<file path="src/design/bssd_pkg.sv">
package bssd_pkg;

   // ----------------------------------------
   // Register indices (byte address = 4 x index)
   // ----------------------------------------
   localparam logic [7:0] IDX_STARTUP_OUT2_STEP = 8'h07;
   localparam logic [7:0] IDX_STARTUP_OUT3 = 8'h08;
   localparam logic [7:0] IDX_STARTUP_OUT4 = 8'h09;
   localparam logic [7:0] IDX_SHUTDOWN_OUT1 = 8'h0A;
   localparam logic [7:0] IDX_SHUTDOWN_OUT2 = 8'h0B;
   localparam logic [7:0] IDX_SOFT_ENABLE = 8'h20;
   localparam logic [7:0] IDX_STATUS = 8'h21;

   // ----------------------------------------
   // Field positions and reset values
   // ----------------------------------------
   localparam int CODE_MSB = 4;
   localparam int UNIT_SEL_BIT = 7;
   localparam logic [7:0] DELAY_REG_RESET = 8'h00;
   localparam logic [7:0] STEP_REG_MASK = 8'h9F;
   localparam logic [7:0] CODE_REG_MASK = 8'h1F;
   localparam logic [7:0] SOFT_EN_MASK = 8'h0F;

   // ----------------------------------------
   // Timing
   // ----------------------------------------
   localparam int CLK_HZ = 40000000;
   localparam int UNIT_MS = 1;
   localparam int UNIT_CYCLES = CLK_HZ / 1000 * UNIT_MS;

   typedef enum logic [1:0] {
      SEQ_OFF = 2'b00,
      SEQ_UP = 2'b01,
      SEQ_ON = 2'b11,
      SEQ_DOWN = 2'b10
   } bssd_state_e;

   typedef struct packed {
      logic [4:0] code;
      logic active;
   } bssd_chan_s;

endpackage

</file>
<file path="src/design/bssd_top.sv">
// Local design decision: the Avalon-MM register port.
`timescale 1ns/100ps
// Operation
// - One unit-select bit picks a 1 ms (0) or 2 ms (1) step for every delay code.
// - Output 2 power-up delay is timed from the rising edge of the pin enable or global enable function.
// - Each delay is the five-bit code times the unit, zero meaning none and 31 meaning 31 units.
// - The code sits in bits 4:0, code one gives one unit and code two gives two.
// - Output 3 has its own power-up code from the same event, same encoding, reset zero.
// - Output 4 has its own power-up code from the same event, same encoding, reset zero.
// - Power-up delay settings default to zero unless a programmed default overrides them.
// - Output 1 has a five-bit power-down code scaled by the shared unit, up to 31 units.
// - Output 2 has a five-bit power-down code with the same encoding, reset zero meaning immediate.
// - Each output enable is its software bit ORed with an assigned general input's function.
module bssd_top #(
   parameter logic [7:0] OTP_OUT2_STEP = 8'h00,
   parameter logic [7:0] OTP_OUT3 = 8'h00,
   parameter logic [7:0] OTP_OUT4 = 8'h00,
   parameter int UNIT_CYCLES = bssd_pkg::UNIT_CYCLES
) (
   // Clock and reset
   input wire logic mclk_in,
   input wire logic rst_in,
   // Avalon-MM slave
   input wire logic [9:0] avs_address_in,
   input wire logic avs_read_in,
   input wire logic avs_write_in,
   input wire logic [31:0] avs_writedata_in,
   input wire logic [3:0] avs_byteenable_in,
   output logic [31:0] avs_readdata_out,
   output logic avs_waitrequest_out,
   // Enable sources (asynchronous)
   input wire logic en_pin_in,
   input wire logic global_enable_function_in,
   input wire logic [3:0] gpi_out_enable_in,
   // Output enables to regulators
   output logic [3:0] out_enable_out
);

   // ----------------------------------------
   // Input synchronisers
   // ----------------------------------------
   logic [5:0] sync1_reg;
   logic [5:0] sync2_reg;
   logic glob_prev_reg;

   // First stage, may go metastable
   always_ff @(posedge mclk_in) begin
      sync1_reg <= {gpi_out_enable_in, global_enable_function_in, en_pin_in};
   end

   // Second stage, sole reader of the first
   always_ff @(posedge mclk_in) begin
      sync2_reg <= sync1_reg;
   end

   wire en_pin_sync = sync2_reg[0];
   wire glob_fn_sync = sync2_reg[1];
   wire [3:0] gpi_en_sync = sync2_reg[5:2];
   wire glob_en = en_pin_sync | glob_fn_sync;

   // Previous level, idle low so no false edge after reset
   always_ff @(posedge mclk_in) begin
      if (rst_in) begin
         glob_prev_reg <= 1'b0;
      end else begin
         glob_prev_reg <= glob_en;
      end
   end

   wire glob_rise = glob_en & ~glob_prev_reg;
   wire glob_fall = ~glob_en & glob_prev_reg;

   // ----------------------------------------
   // Registers
   // ----------------------------------------
   logic [7:0] step_out2_reg;
   logic [7:0] out3_on_reg;
   logic [7:0] out4_on_reg;
   logic [7:0] out1_off_reg;
   logic [7:0] out2_off_reg;
   logic [3:0] soft_en_reg;
   logic wait_done_reg;

   // Word index match, shared by write and read decode
   function automatic logic hit(input logic [7:0] index, input logic [7:0] target);
      hit = (index == target);
   endfunction

   wire [7:0] word_index = avs_address_in[9:2];
   wire [7:0] wbyte = avs_writedata_in[7:0];
   // Write lands at the edge where waitrequest is low
   wire wr_stb = avs_write_in & avs_byteenable_in[0] & wait_done_reg;

   // Register selects
   wire sel_step_out2 = hit(word_index, bssd_pkg::IDX_STARTUP_OUT2_STEP);
   wire sel_out3_on = hit(word_index, bssd_pkg::IDX_STARTUP_OUT3);
   wire sel_out4_on = hit(word_index, bssd_pkg::IDX_STARTUP_OUT4);
   wire sel_out1_off = hit(word_index, bssd_pkg::IDX_SHUTDOWN_OUT1);
   wire sel_out2_off = hit(word_index, bssd_pkg::IDX_SHUTDOWN_OUT2);
   wire sel_soft_en = hit(word_index, bssd_pkg::IDX_SOFT_ENABLE);
   wire sel_status = hit(word_index, bssd_pkg::IDX_STATUS);

   // Write strobes
   wire wr_step_out2 = wr_stb & sel_step_out2;
   wire wr_out3_on = wr_stb & sel_out3_on;
   wire wr_out4_on = wr_stb & sel_out4_on;
   wire wr_out1_off = wr_stb & sel_out1_off;
   wire wr_out2_off = wr_stb & sel_out2_off;
   wire wr_soft_en = wr_stb & sel_soft_en;

   // Output 2 power-up code and unit select
   always_ff @(posedge mclk_in) begin
      if (rst_in) begin
         step_out2_reg <= OTP_OUT2_STEP & bssd_pkg::STEP_REG_MASK;
      end else if (wr_step_out2) begin
         step_out2_reg <= wbyte & bssd_pkg::STEP_REG_MASK;
      end
   end

   // Output 3 power-up code
   always_ff @(posedge mclk_in) begin
      if (rst_in) begin
         out3_on_reg <= OTP_OUT3 & bssd_pkg::CODE_REG_MASK;
      end else if (wr_out3_on) begin
         out3_on_reg <= wbyte & bssd_pkg::CODE_REG_MASK;
      end
   end

   // Output 4 power-up code
   always_ff @(posedge mclk_in) begin
      if (rst_in) begin
         out4_on_reg <= OTP_OUT4 & bssd_pkg::CODE_REG_MASK;
      end else if (wr_out4_on) begin
         out4_on_reg <= wbyte & bssd_pkg::CODE_REG_MASK;
      end
   end

   // Output 1 power-down code
   always_ff @(posedge mclk_in) begin
      if (rst_in) begin
         out1_off_reg <= bssd_pkg::DELAY_REG_RESET;
      end else if (wr_out1_off) begin
         out1_off_reg <= wbyte & bssd_pkg::CODE_REG_MASK;
      end
   end

   // Output 2 power-down code
   always_ff @(posedge mclk_in) begin
      if (rst_in) begin
         out2_off_reg <= bssd_pkg::DELAY_REG_RESET;
      end else if (wr_out2_off) begin
         out2_off_reg <= wbyte & bssd_pkg::CODE_REG_MASK;
      end
   end

   // Software enable bits
   always_ff @(posedge mclk_in) begin
      if (rst_in) begin
         soft_en_reg <= 4'h0;
      end else if (wr_soft_en) begin
         soft_en_reg <= wbyte[3:0];
      end
   end

   // One wait cycle per access, answered on the second edge
   always_ff @(posedge mclk_in) begin
      if (rst_in) begin
         wait_done_reg <= 1'b0;
      end else begin
         wait_done_reg <= (avs_read_in | avs_write_in) & ~wait_done_reg;
      end
   end
   assign avs_waitrequest_out = (avs_read_in | avs_write_in) & ~wait_done_reg;

   // ----------------------------------------
   // Delay codes and unit
   // ----------------------------------------
   wire unit_double = step_out2_reg[bssd_pkg::UNIT_SEL_BIT];
   wire [4:0] out2_on_delay_code = step_out2_reg[bssd_pkg::CODE_MSB:0];
   wire [4:0] out3_on_delay_code = out3_on_reg[bssd_pkg::CODE_MSB:0];
   wire [4:0] out4_on_delay_code = out4_on_reg[bssd_pkg::CODE_MSB:0];
   wire [4:0] out1_off_delay_code = out1_off_reg[bssd_pkg::CODE_MSB:0];
   wire [4:0] out2_off_delay_code = out2_off_reg[bssd_pkg::CODE_MSB:0];
   // Output 1 powers up with no delay, outputs 3 and 4 power down with none
   wire [4:0] on_code [4];
   wire [4:0] off_code [4];
   assign on_code[0] = 5'h00;
   assign on_code[1] = out2_on_delay_code;
   assign on_code[2] = out3_on_delay_code;
   assign on_code[3] = out4_on_delay_code;
   assign off_code[0] = out1_off_delay_code;
   assign off_code[1] = out2_off_delay_code;
   assign off_code[2] = 5'h00;
   assign off_code[3] = 5'h00;

   // Units to wait: code, or twice code for the 2 ms step
   function automatic logic [5:0] units_of(input logic [4:0] code, input logic dbl);
      if (dbl) begin
         units_of = {code, 1'b0};
      end else begin
         units_of = {1'b0, code};
      end
   endfunction

   // ----------------------------------------
   // Shared unit tick
   // ----------------------------------------
   logic [31:0] tick_cnt_reg;
   wire unit_tick = (tick_cnt_reg == 32'(UNIT_CYCLES - 1));
   always_ff @(posedge mclk_in) begin
      if (rst_in | glob_rise | glob_fall | unit_tick) begin
         tick_cnt_reg <= 32'h00000000;
      end else begin
         tick_cnt_reg <= tick_cnt_reg + 32'h00000001;
      end
   end

   // ----------------------------------------
   // Per-output sequencers
   // ----------------------------------------
   bssd_pkg::bssd_state_e state_reg [4];
   logic [5:0] units_reg [4];
   logic [3:0] seq_on;
   logic [3:0] eff_en;

   for (genvar i = 0; i < 4; i++) begin : g_out
      wire [5:0] up_units = units_of(on_code[i], unit_double);
      wire [5:0] down_units = units_of(off_code[i], unit_double);
      wire count_done = (units_reg[i] == 6'h00);
      bssd_pkg::bssd_state_e state_next;
      logic [5:0] units_next;

      // An enable edge restarts the count from the new edge
      always_comb begin
         state_next = state_reg[i];
         units_next = units_reg[i];
         if (glob_rise) begin
            state_next = bssd_pkg::SEQ_UP;
            units_next = up_units;
         end else if (glob_fall) begin
            state_next = bssd_pkg::SEQ_DOWN;
            units_next = down_units;
         end else begin
            case (state_reg[i])
               bssd_pkg::SEQ_UP: begin
                  if (count_done) begin
                     state_next = bssd_pkg::SEQ_ON;
                  end else if (unit_tick) begin
                     units_next = units_reg[i] - 6'h01;
                  end
               end
               bssd_pkg::SEQ_DOWN: begin
                  if (count_done) begin
                     state_next = bssd_pkg::SEQ_OFF;
                  end else if (unit_tick) begin
                     units_next = units_reg[i] - 6'h01;
                  end
               end
               bssd_pkg::SEQ_ON: state_next = bssd_pkg::SEQ_ON;
               bssd_pkg::SEQ_OFF: state_next = bssd_pkg::SEQ_OFF;
               default: state_next = bssd_pkg::SEQ_OFF;
            endcase
         end
      end

      always_ff @(posedge mclk_in) begin
         if (rst_in) begin
            state_reg[i] <= bssd_pkg::SEQ_OFF;
            units_reg[i] <= 6'h00;
         end else begin
            state_reg[i] <= state_next;
            units_reg[i] <= units_next;
         end
      end

      // Output held on until its power-down count runs out
      assign seq_on[i] = (state_reg[i] == bssd_pkg::SEQ_ON) ||
                         (state_reg[i] == bssd_pkg::SEQ_DOWN);
      assign eff_en[i] = seq_on[i] | soft_en_reg[i] | gpi_en_sync[i];
   end

   logic [3:0] out_en_reg;

   always_ff @(posedge mclk_in) begin
      if (rst_in) begin
         out_en_reg <= 4'h0;
      end else begin
         out_en_reg <= eff_en;
      end
   end

   assign out_enable_out = out_en_reg;

   // ----------------------------------------
   // Read data
   // ----------------------------------------
   wire [7:0] soft_byte = {4'h0, soft_en_reg};
   wire [7:0] status_byte = {3'h0, glob_en, out_en_reg};
   // Captured in the wait cycle, stands when waitrequest drops
   wire rd_stb = avs_read_in & ~wait_done_reg;

   // Unmapped indices select nothing and read zero
   logic [7:0] rd_byte;
   assign rd_byte = ({8{sel_step_out2}} & step_out2_reg) |
                    ({8{sel_out3_on}} & out3_on_reg) |
                    ({8{sel_out4_on}} & out4_on_reg) |
                    ({8{sel_out1_off}} & out1_off_reg) |
                    ({8{sel_out2_off}} & out2_off_reg) |
                    ({8{sel_soft_en}} & soft_byte) |
                    ({8{sel_status}} & status_byte);

   logic [31:0] rdata_reg;

   always_ff @(posedge mclk_in) begin
      if (rst_in) begin
         rdata_reg <= 32'h00000000;
      end else if (rd_stb) begin
         rdata_reg <= {24'h000000, rd_byte};
      end
   end

   assign avs_readdata_out = rdata_reg;

endmodule

</file>
<file path="config.mk">
export PLATFORM = sky130hd
export DESIGN_NAME = bssd_top
export DESIGN_NICKNAME = d
export VERILOG_FILES = /design/src/design/bssd_pkg.sv /design/src/design/bssd_top.sv
export SDC_FILE = /design/constraint.sdc
export NUM_CORES = 1
export LEC_CHECK = 0
export BUFFER_PORTS_ARGS = -buffer_cell sky130_fd_sc_hd__buf_2
export CORE_ASPECT_RATIO = 1.5
export CORE_MARGIN = 2
export CORE_UTILIZATION = 38
export CTS_CLUSTER_SIZE = 16
export DETAILED_ROUTE_END_ITERATION = 16
export GPL_TIMING_DRIVEN = 0
export PLACE_DENSITY_LB_ADDON = 0.1
export REMOVE_ABC_BUFFERS = 1
export SLEW_MARGIN = 0
export SYNTH_ARGS = -nofsm -noshare
export SYNTH_HDL_FRONTEND = slang
export SYNTH_SLANG_ARGS = --single-unit
</file>
<file path="constraint.sdc">
create_clock -name mclk_in -period 2.01 [get_ports mclk_in]
set_clock_uncertainty 0.15 [all_clocks]
set_input_delay 0.402 -clock mclk_in [delete_from_list [all_inputs] [get_ports mclk_in]]
set_output_delay 0.402 -clock mclk_in [all_outputs]
set_load 0.02 [all_outputs]
</file>
# After elaboration in Yosys (flattened, before gate mapping)
# Memories as Yosys holds them, arrays and structs flattened.
# Cells that the tools add are included.
[word_totals]
inputBits = 56
regBits = 88
wordCells = 161
out_inout_bits = 37
mem_count = 2
mem_bits_rw = 32
[classes]
n_mux = 56
add_sub_neg = 5
n_bitwise = 49
eq_ne = 20
n_reduce_logical = 16
[mem_list]
columns = ["name", "depth", "width", "read_ports", "rd_ports_with_merged_regs", "wr", "line", "source"]
rows = [
  ["units_reg", 4, 6, 4, 0, 4, "bssd_top.sv:222", "logic [5:0] units_reg [4];"],
  ["state_reg", 4, 2, 4, 0, 4, "bssd_top.sv:221", "bssd_pkg::bssd_state_e state_reg [4];"],
]
[op_table]
columns = ["operator", "n"]
rows = [
  ["2-to-1 mux 6 bit", 29],
  ["OR 8 bit", 6],
  ["bitwise AND 8 x 5 -> 8 bit", 5],
  ["2-to-1 mux 2 bit", 20],
  ["adder 32 x 1 -> 32 bit (second input constant)", 1],
  ["== test 32 x 16 -> 1 bit (second input constant)", 1],
  ["== test 8 x 4 -> 1 bit (second input constant)", 4],
  ["case mux 2 bit (4 select lines)", 4],
  ["logical NOT 6 bit", 4],
  ["subtractor 6 x 1 -> 6 bit (second input constant)", 4],
  ["OR 1 bit", 21],
  ["== test 2 bit (second input constant)", 8],
  ["== test 8 x 6 -> 1 bit (second input constant)", 2],
  ["bitwise AND 1 bit", 12],
  ["bitwise AND 8 x 4 -> 8 bit", 1],
  ["bitwise AND 8 bit", 1],
  ["== test 2 x 1 -> 1 bit (second input constant)", 4],
  ["== test 8 x 3 -> 1 bit (second input constant)", 1],
  ["logical NOT 2 bit", 4],
  ["OR reduction 2 bit", 4],
  ["logical OR 1 bit", 4],
  ["2-to-1 mux 1 bit", 3],
  ["NOT 1 bit", 3],
]

# Logic depth before layout (Yosys ltp)
[depth]
depth_word = 8
mapped_depth = 9
depth_no_buf = 8

# Worst setup path before layout
# OpenSTA, ideal clock, no wires.
[synth_timing]
kind = "register -> register"
startpoint = "register tick_cnt_reg[0]"
endpoint = "memory units_reg[1][1]"
setup_ps = 87
stages_incl_launch_ff = 7
path_slack_ps = -191
t_arrival_ps = 1964
path_buffers = 0
synth_period_minus_slack_ps = 2201
t_required_ps = 1773
path_cell_list = "dfxtp_1 -> ha_1 -> and2_0 -> nand2_1 -> o41a_1 -> or4_1 -> o31ai_1"
[synth_lines]
columns = ["item", "line", "source"]
rows = [
  ["start: declaration", "bssd_top.sv:208", "logic [31:0] tick_cnt_reg;"],
  ["start signal: assignment", "bssd_top.sv:214", "tick_cnt_reg <= tick_cnt_reg + 32'h00000001;"],
  ["end: declaration", "bssd_top.sv:222", ""],
]

==> results.json <==
{
  "combPwrFrac_pct": 18.2,
  "grt_start_max_net_pins": 72,
  "clockBufferDepth": 2,
  "reg2reg_from": "tick_cnt_reg[28]",
  "die_width_um": 110,
  "sw_frac_of_total_pct": 30.3,
  "syn_inst": 744,
  "critPathMaxFanout": 5,
  "yosysSeqAreaShare_pct": 37.2,
  "p_int_mw": 4.65,
  "synth_area_um2": 6360,
  "synth_ff_type": "dfxtp_1",
  "num-fill-cells": 1518,
  "cts.sink_count": 118,
  "p_seq_share_pct": 37.8,
  "period_share_pct": 108,
  "boundaryPins": 93,
  "drive_gt1_share_pct": 27.3,
  "antenna_cells": 0,
  "hold_viol_final": 0,
  "nNetsFinal": 893,
  "overflow": 0,
  "async_flop_share_pct": 0,
  "pre_cts_ws_ns": -1.45,
  "die_h_um": 162,
  "h-tree-depth": 4,
  "grt_usage_pct": 20.6,
  "rsz0062_at_grt": "true",
  "fp.coreArea_um2": 16300,
  "run_status": "complete, but fails checks",
  "grt_pass1_wl_mm": 28.2,
  "cts_tree": "built",
  "syn_to_final_growth_pct": 29.0,
  "worstPathRequired_ns": 2.14,
  "startpoint_type": "register",
  "relSlewSlack_pct": 45.2,
  "ys_types": 59,
  "period_minus_slack_ns": 2.16,
  "antenna_found_initial": 0,
  "grt_pass1_vias": 5447,
  "hold-worst-slack_ns": 0.0678,
  "synth_area_leaders": "dfxtp_1 37%, nor2_1 6.6%, mux2i_1 6.0%",
  "maxCapViolCount": 0,
  "io_buffer_count": 35,
  "r2r_slack_ns": -0.15,
  "wl_per_cell_um": 17.5,
  "worst_pin_slew_ns": 0.822,
  "yosysWarnings": 0,
  "powerDensity_nw_per_um2": 814,
  "leakage_nw": 3.06,
  "numCtsBuffers": 17,
  "layout_commonest_cell": "dfxtp_1",
  "endpoint_kind": "register",
  "crit_start": "tick_cnt_reg[28]",
  "drc": 0,
  "hold_path_class": "input pin to register",
  "mostFrequentLayoutCells": "101 x dfxtp_1, 78 x nor2_1, 47 x nand2_1",
  "rr_endpoint": "units_reg[3][5]",
  "irDropWorstVdd_uv": 631,
  "p_sw_mw": 2.02,
  "num_vias": 5676,
  "crit_end": "units_reg[3][5]",
  "synth_top_area_share_pct": 37.2,
  "firstDrtPassIters": 5,
  "clkPwrFrac_pct": 44.0,
  "worst-setup-path-type": "register to register",
  "ys_seq_elements": 118,
  "start_util_pct": 39.1,
  "violations": "negative setup slack",
  "cts.clk_slew.worst_paths_ns": 0.07,
  "gp_congestion": 0.809,
  "drt-total-wl_mm": 18.1,
  "final_util_pct": 50.4,
  "largest_reg_flops": 32,
  "fin_ws_ns": -0.154,
  "antenna_left": 0,
  "synth_edf_count": 0,
  "clock.fmax_mhz": 462,
  "syn_avg_cell_area_um2": 8.55,
  "vias_per_cell": 5.49,
  "insertion_delay_ns": 0.43,
  "drt_iter0_drc": 278,
  "yosys.area.top_type": "dfxtp_1",
  "drv_slew": 0,
  "num_rows": 57,
  "r2r_cells": 7,
  "cp.arrival_ns": 2.30,
  "cts-root-buf": "clkbuf_16",
  "dieArea_um2": 17800,
  "setup_violations": 55,
  "detailed_place_hpwl_mm": 11.6
}
metrics by stage:
step / instances / TNS, ns / cell area (um2) / power (mW)
CTS: 1011 / -2.08 / 7700 / 6.60
global placement: 945 / -146.61 / 6540 / 3.50
detailed placement: 946 / -78.75 / 6570 / 3.53
floorplan: 704 / -58.99 / 6110 / 3.24
finish: 1033 / -3.41 / 8200 / 6.67
global route: 1033 / -7.49 / 8200 / 6.97
power by group through the flow:
stage	Clock [mW]	Combinational (mW)	Sequential, mW
final	2.93	1.22	2.52
after global placement	0	0.931	2.57
after detailed placement	0	0.958	2.57
after floorplan	0	0.677	2.56
after CTS	2.99	1.09	2.52
after global routing	3.12	1.32	2.54
logic make-up after synthesis:
group                    share of synthesized area, %
AO/OA/AOI/OAI                                    13.3
XOR/XNOR                                         4.41
adder cells (fa/ha/maj)                          4.53
buffers and inverters                            7.58
flip-flops                                       37.2
multiplexers                                     8.82
other                                          0.0590
AND/OR/NAND/NOR                                  24.2
cell type report:
type	instances	area, um2	area share, %
well taps	206	258	3.14
inverters	36	135	1.65
flip-flops and latches	118	2390	29.2
repair buffers	91	774	9.44
clock inverters	14	139	1.69
multi-input cells	550	4070	49.6
clock buffers	18	429	5.23
what timing repair did:
| item | 4_1_cts | 5_1_grt |
|---|---|---|
| endpoints found under the setup margin | 94 | 60 |
| cloned | 0 | 3 |
| resized for setup | 70 | 77 |
| buffers inserted | 27 | 19 |
| hold endpoints to repair | 6 | 0 |
| hold buffers | 6 | 0 |
| pin swaps | 27 | 39 |
synthesized netlist by cell type (all sizes together), types with 7 or more instances:
cell type  count
a211oi        11
a21oi         28
a32oi          7
buf           33
clkbuf        32
dfxtp        118
ha            23
inv           36
mux2i         38
nand2         49
nand3         34
nand4         21
nor2         111
nor3          24
nor4          22
o21ai         23
xnor2         21
xor2          11
layer usage:
layer | track usage, % | part of all wire [%]
met3 | 4.20 | 3.8
met2 | 37.2 | 54
met4 | 7.71 | 2.1
met1 | 23.3 | 40
met5 | 0 | 0
how the worst min path moves through the flow:
stage | from | end | slack (ns) | cells past startpoint
CTS | avs_writedata_in[7] | step_out2_reg[7] | 0.06 | 3
detailed placement | sync1_reg[5] | sync2_reg[5] | 0.16 | 0
floorplan | sync1_reg[0] | sync2_reg[0] | 0.16 | 0
finish | avs_writedata_in[7] | step_out2_reg[7] | 0.07 | 3
global route | avs_writedata_in[7] | step_out2_reg[7] | 0.08 | 3
global placement | sync1_reg[2] | sync2_reg[2] | 0.16 | 0
worst max-delay path: stages (launching register included):
cell	delay [ns]
dfxtp_4	0.36
nor4b_4	0.33
nand3_4	0.19
buf_12	0.18
o41ai_4	0.41
buf_4	0.20
a21boi_2	0.15
o32ai_1	0.08
(Power assumes the default switching activity.)
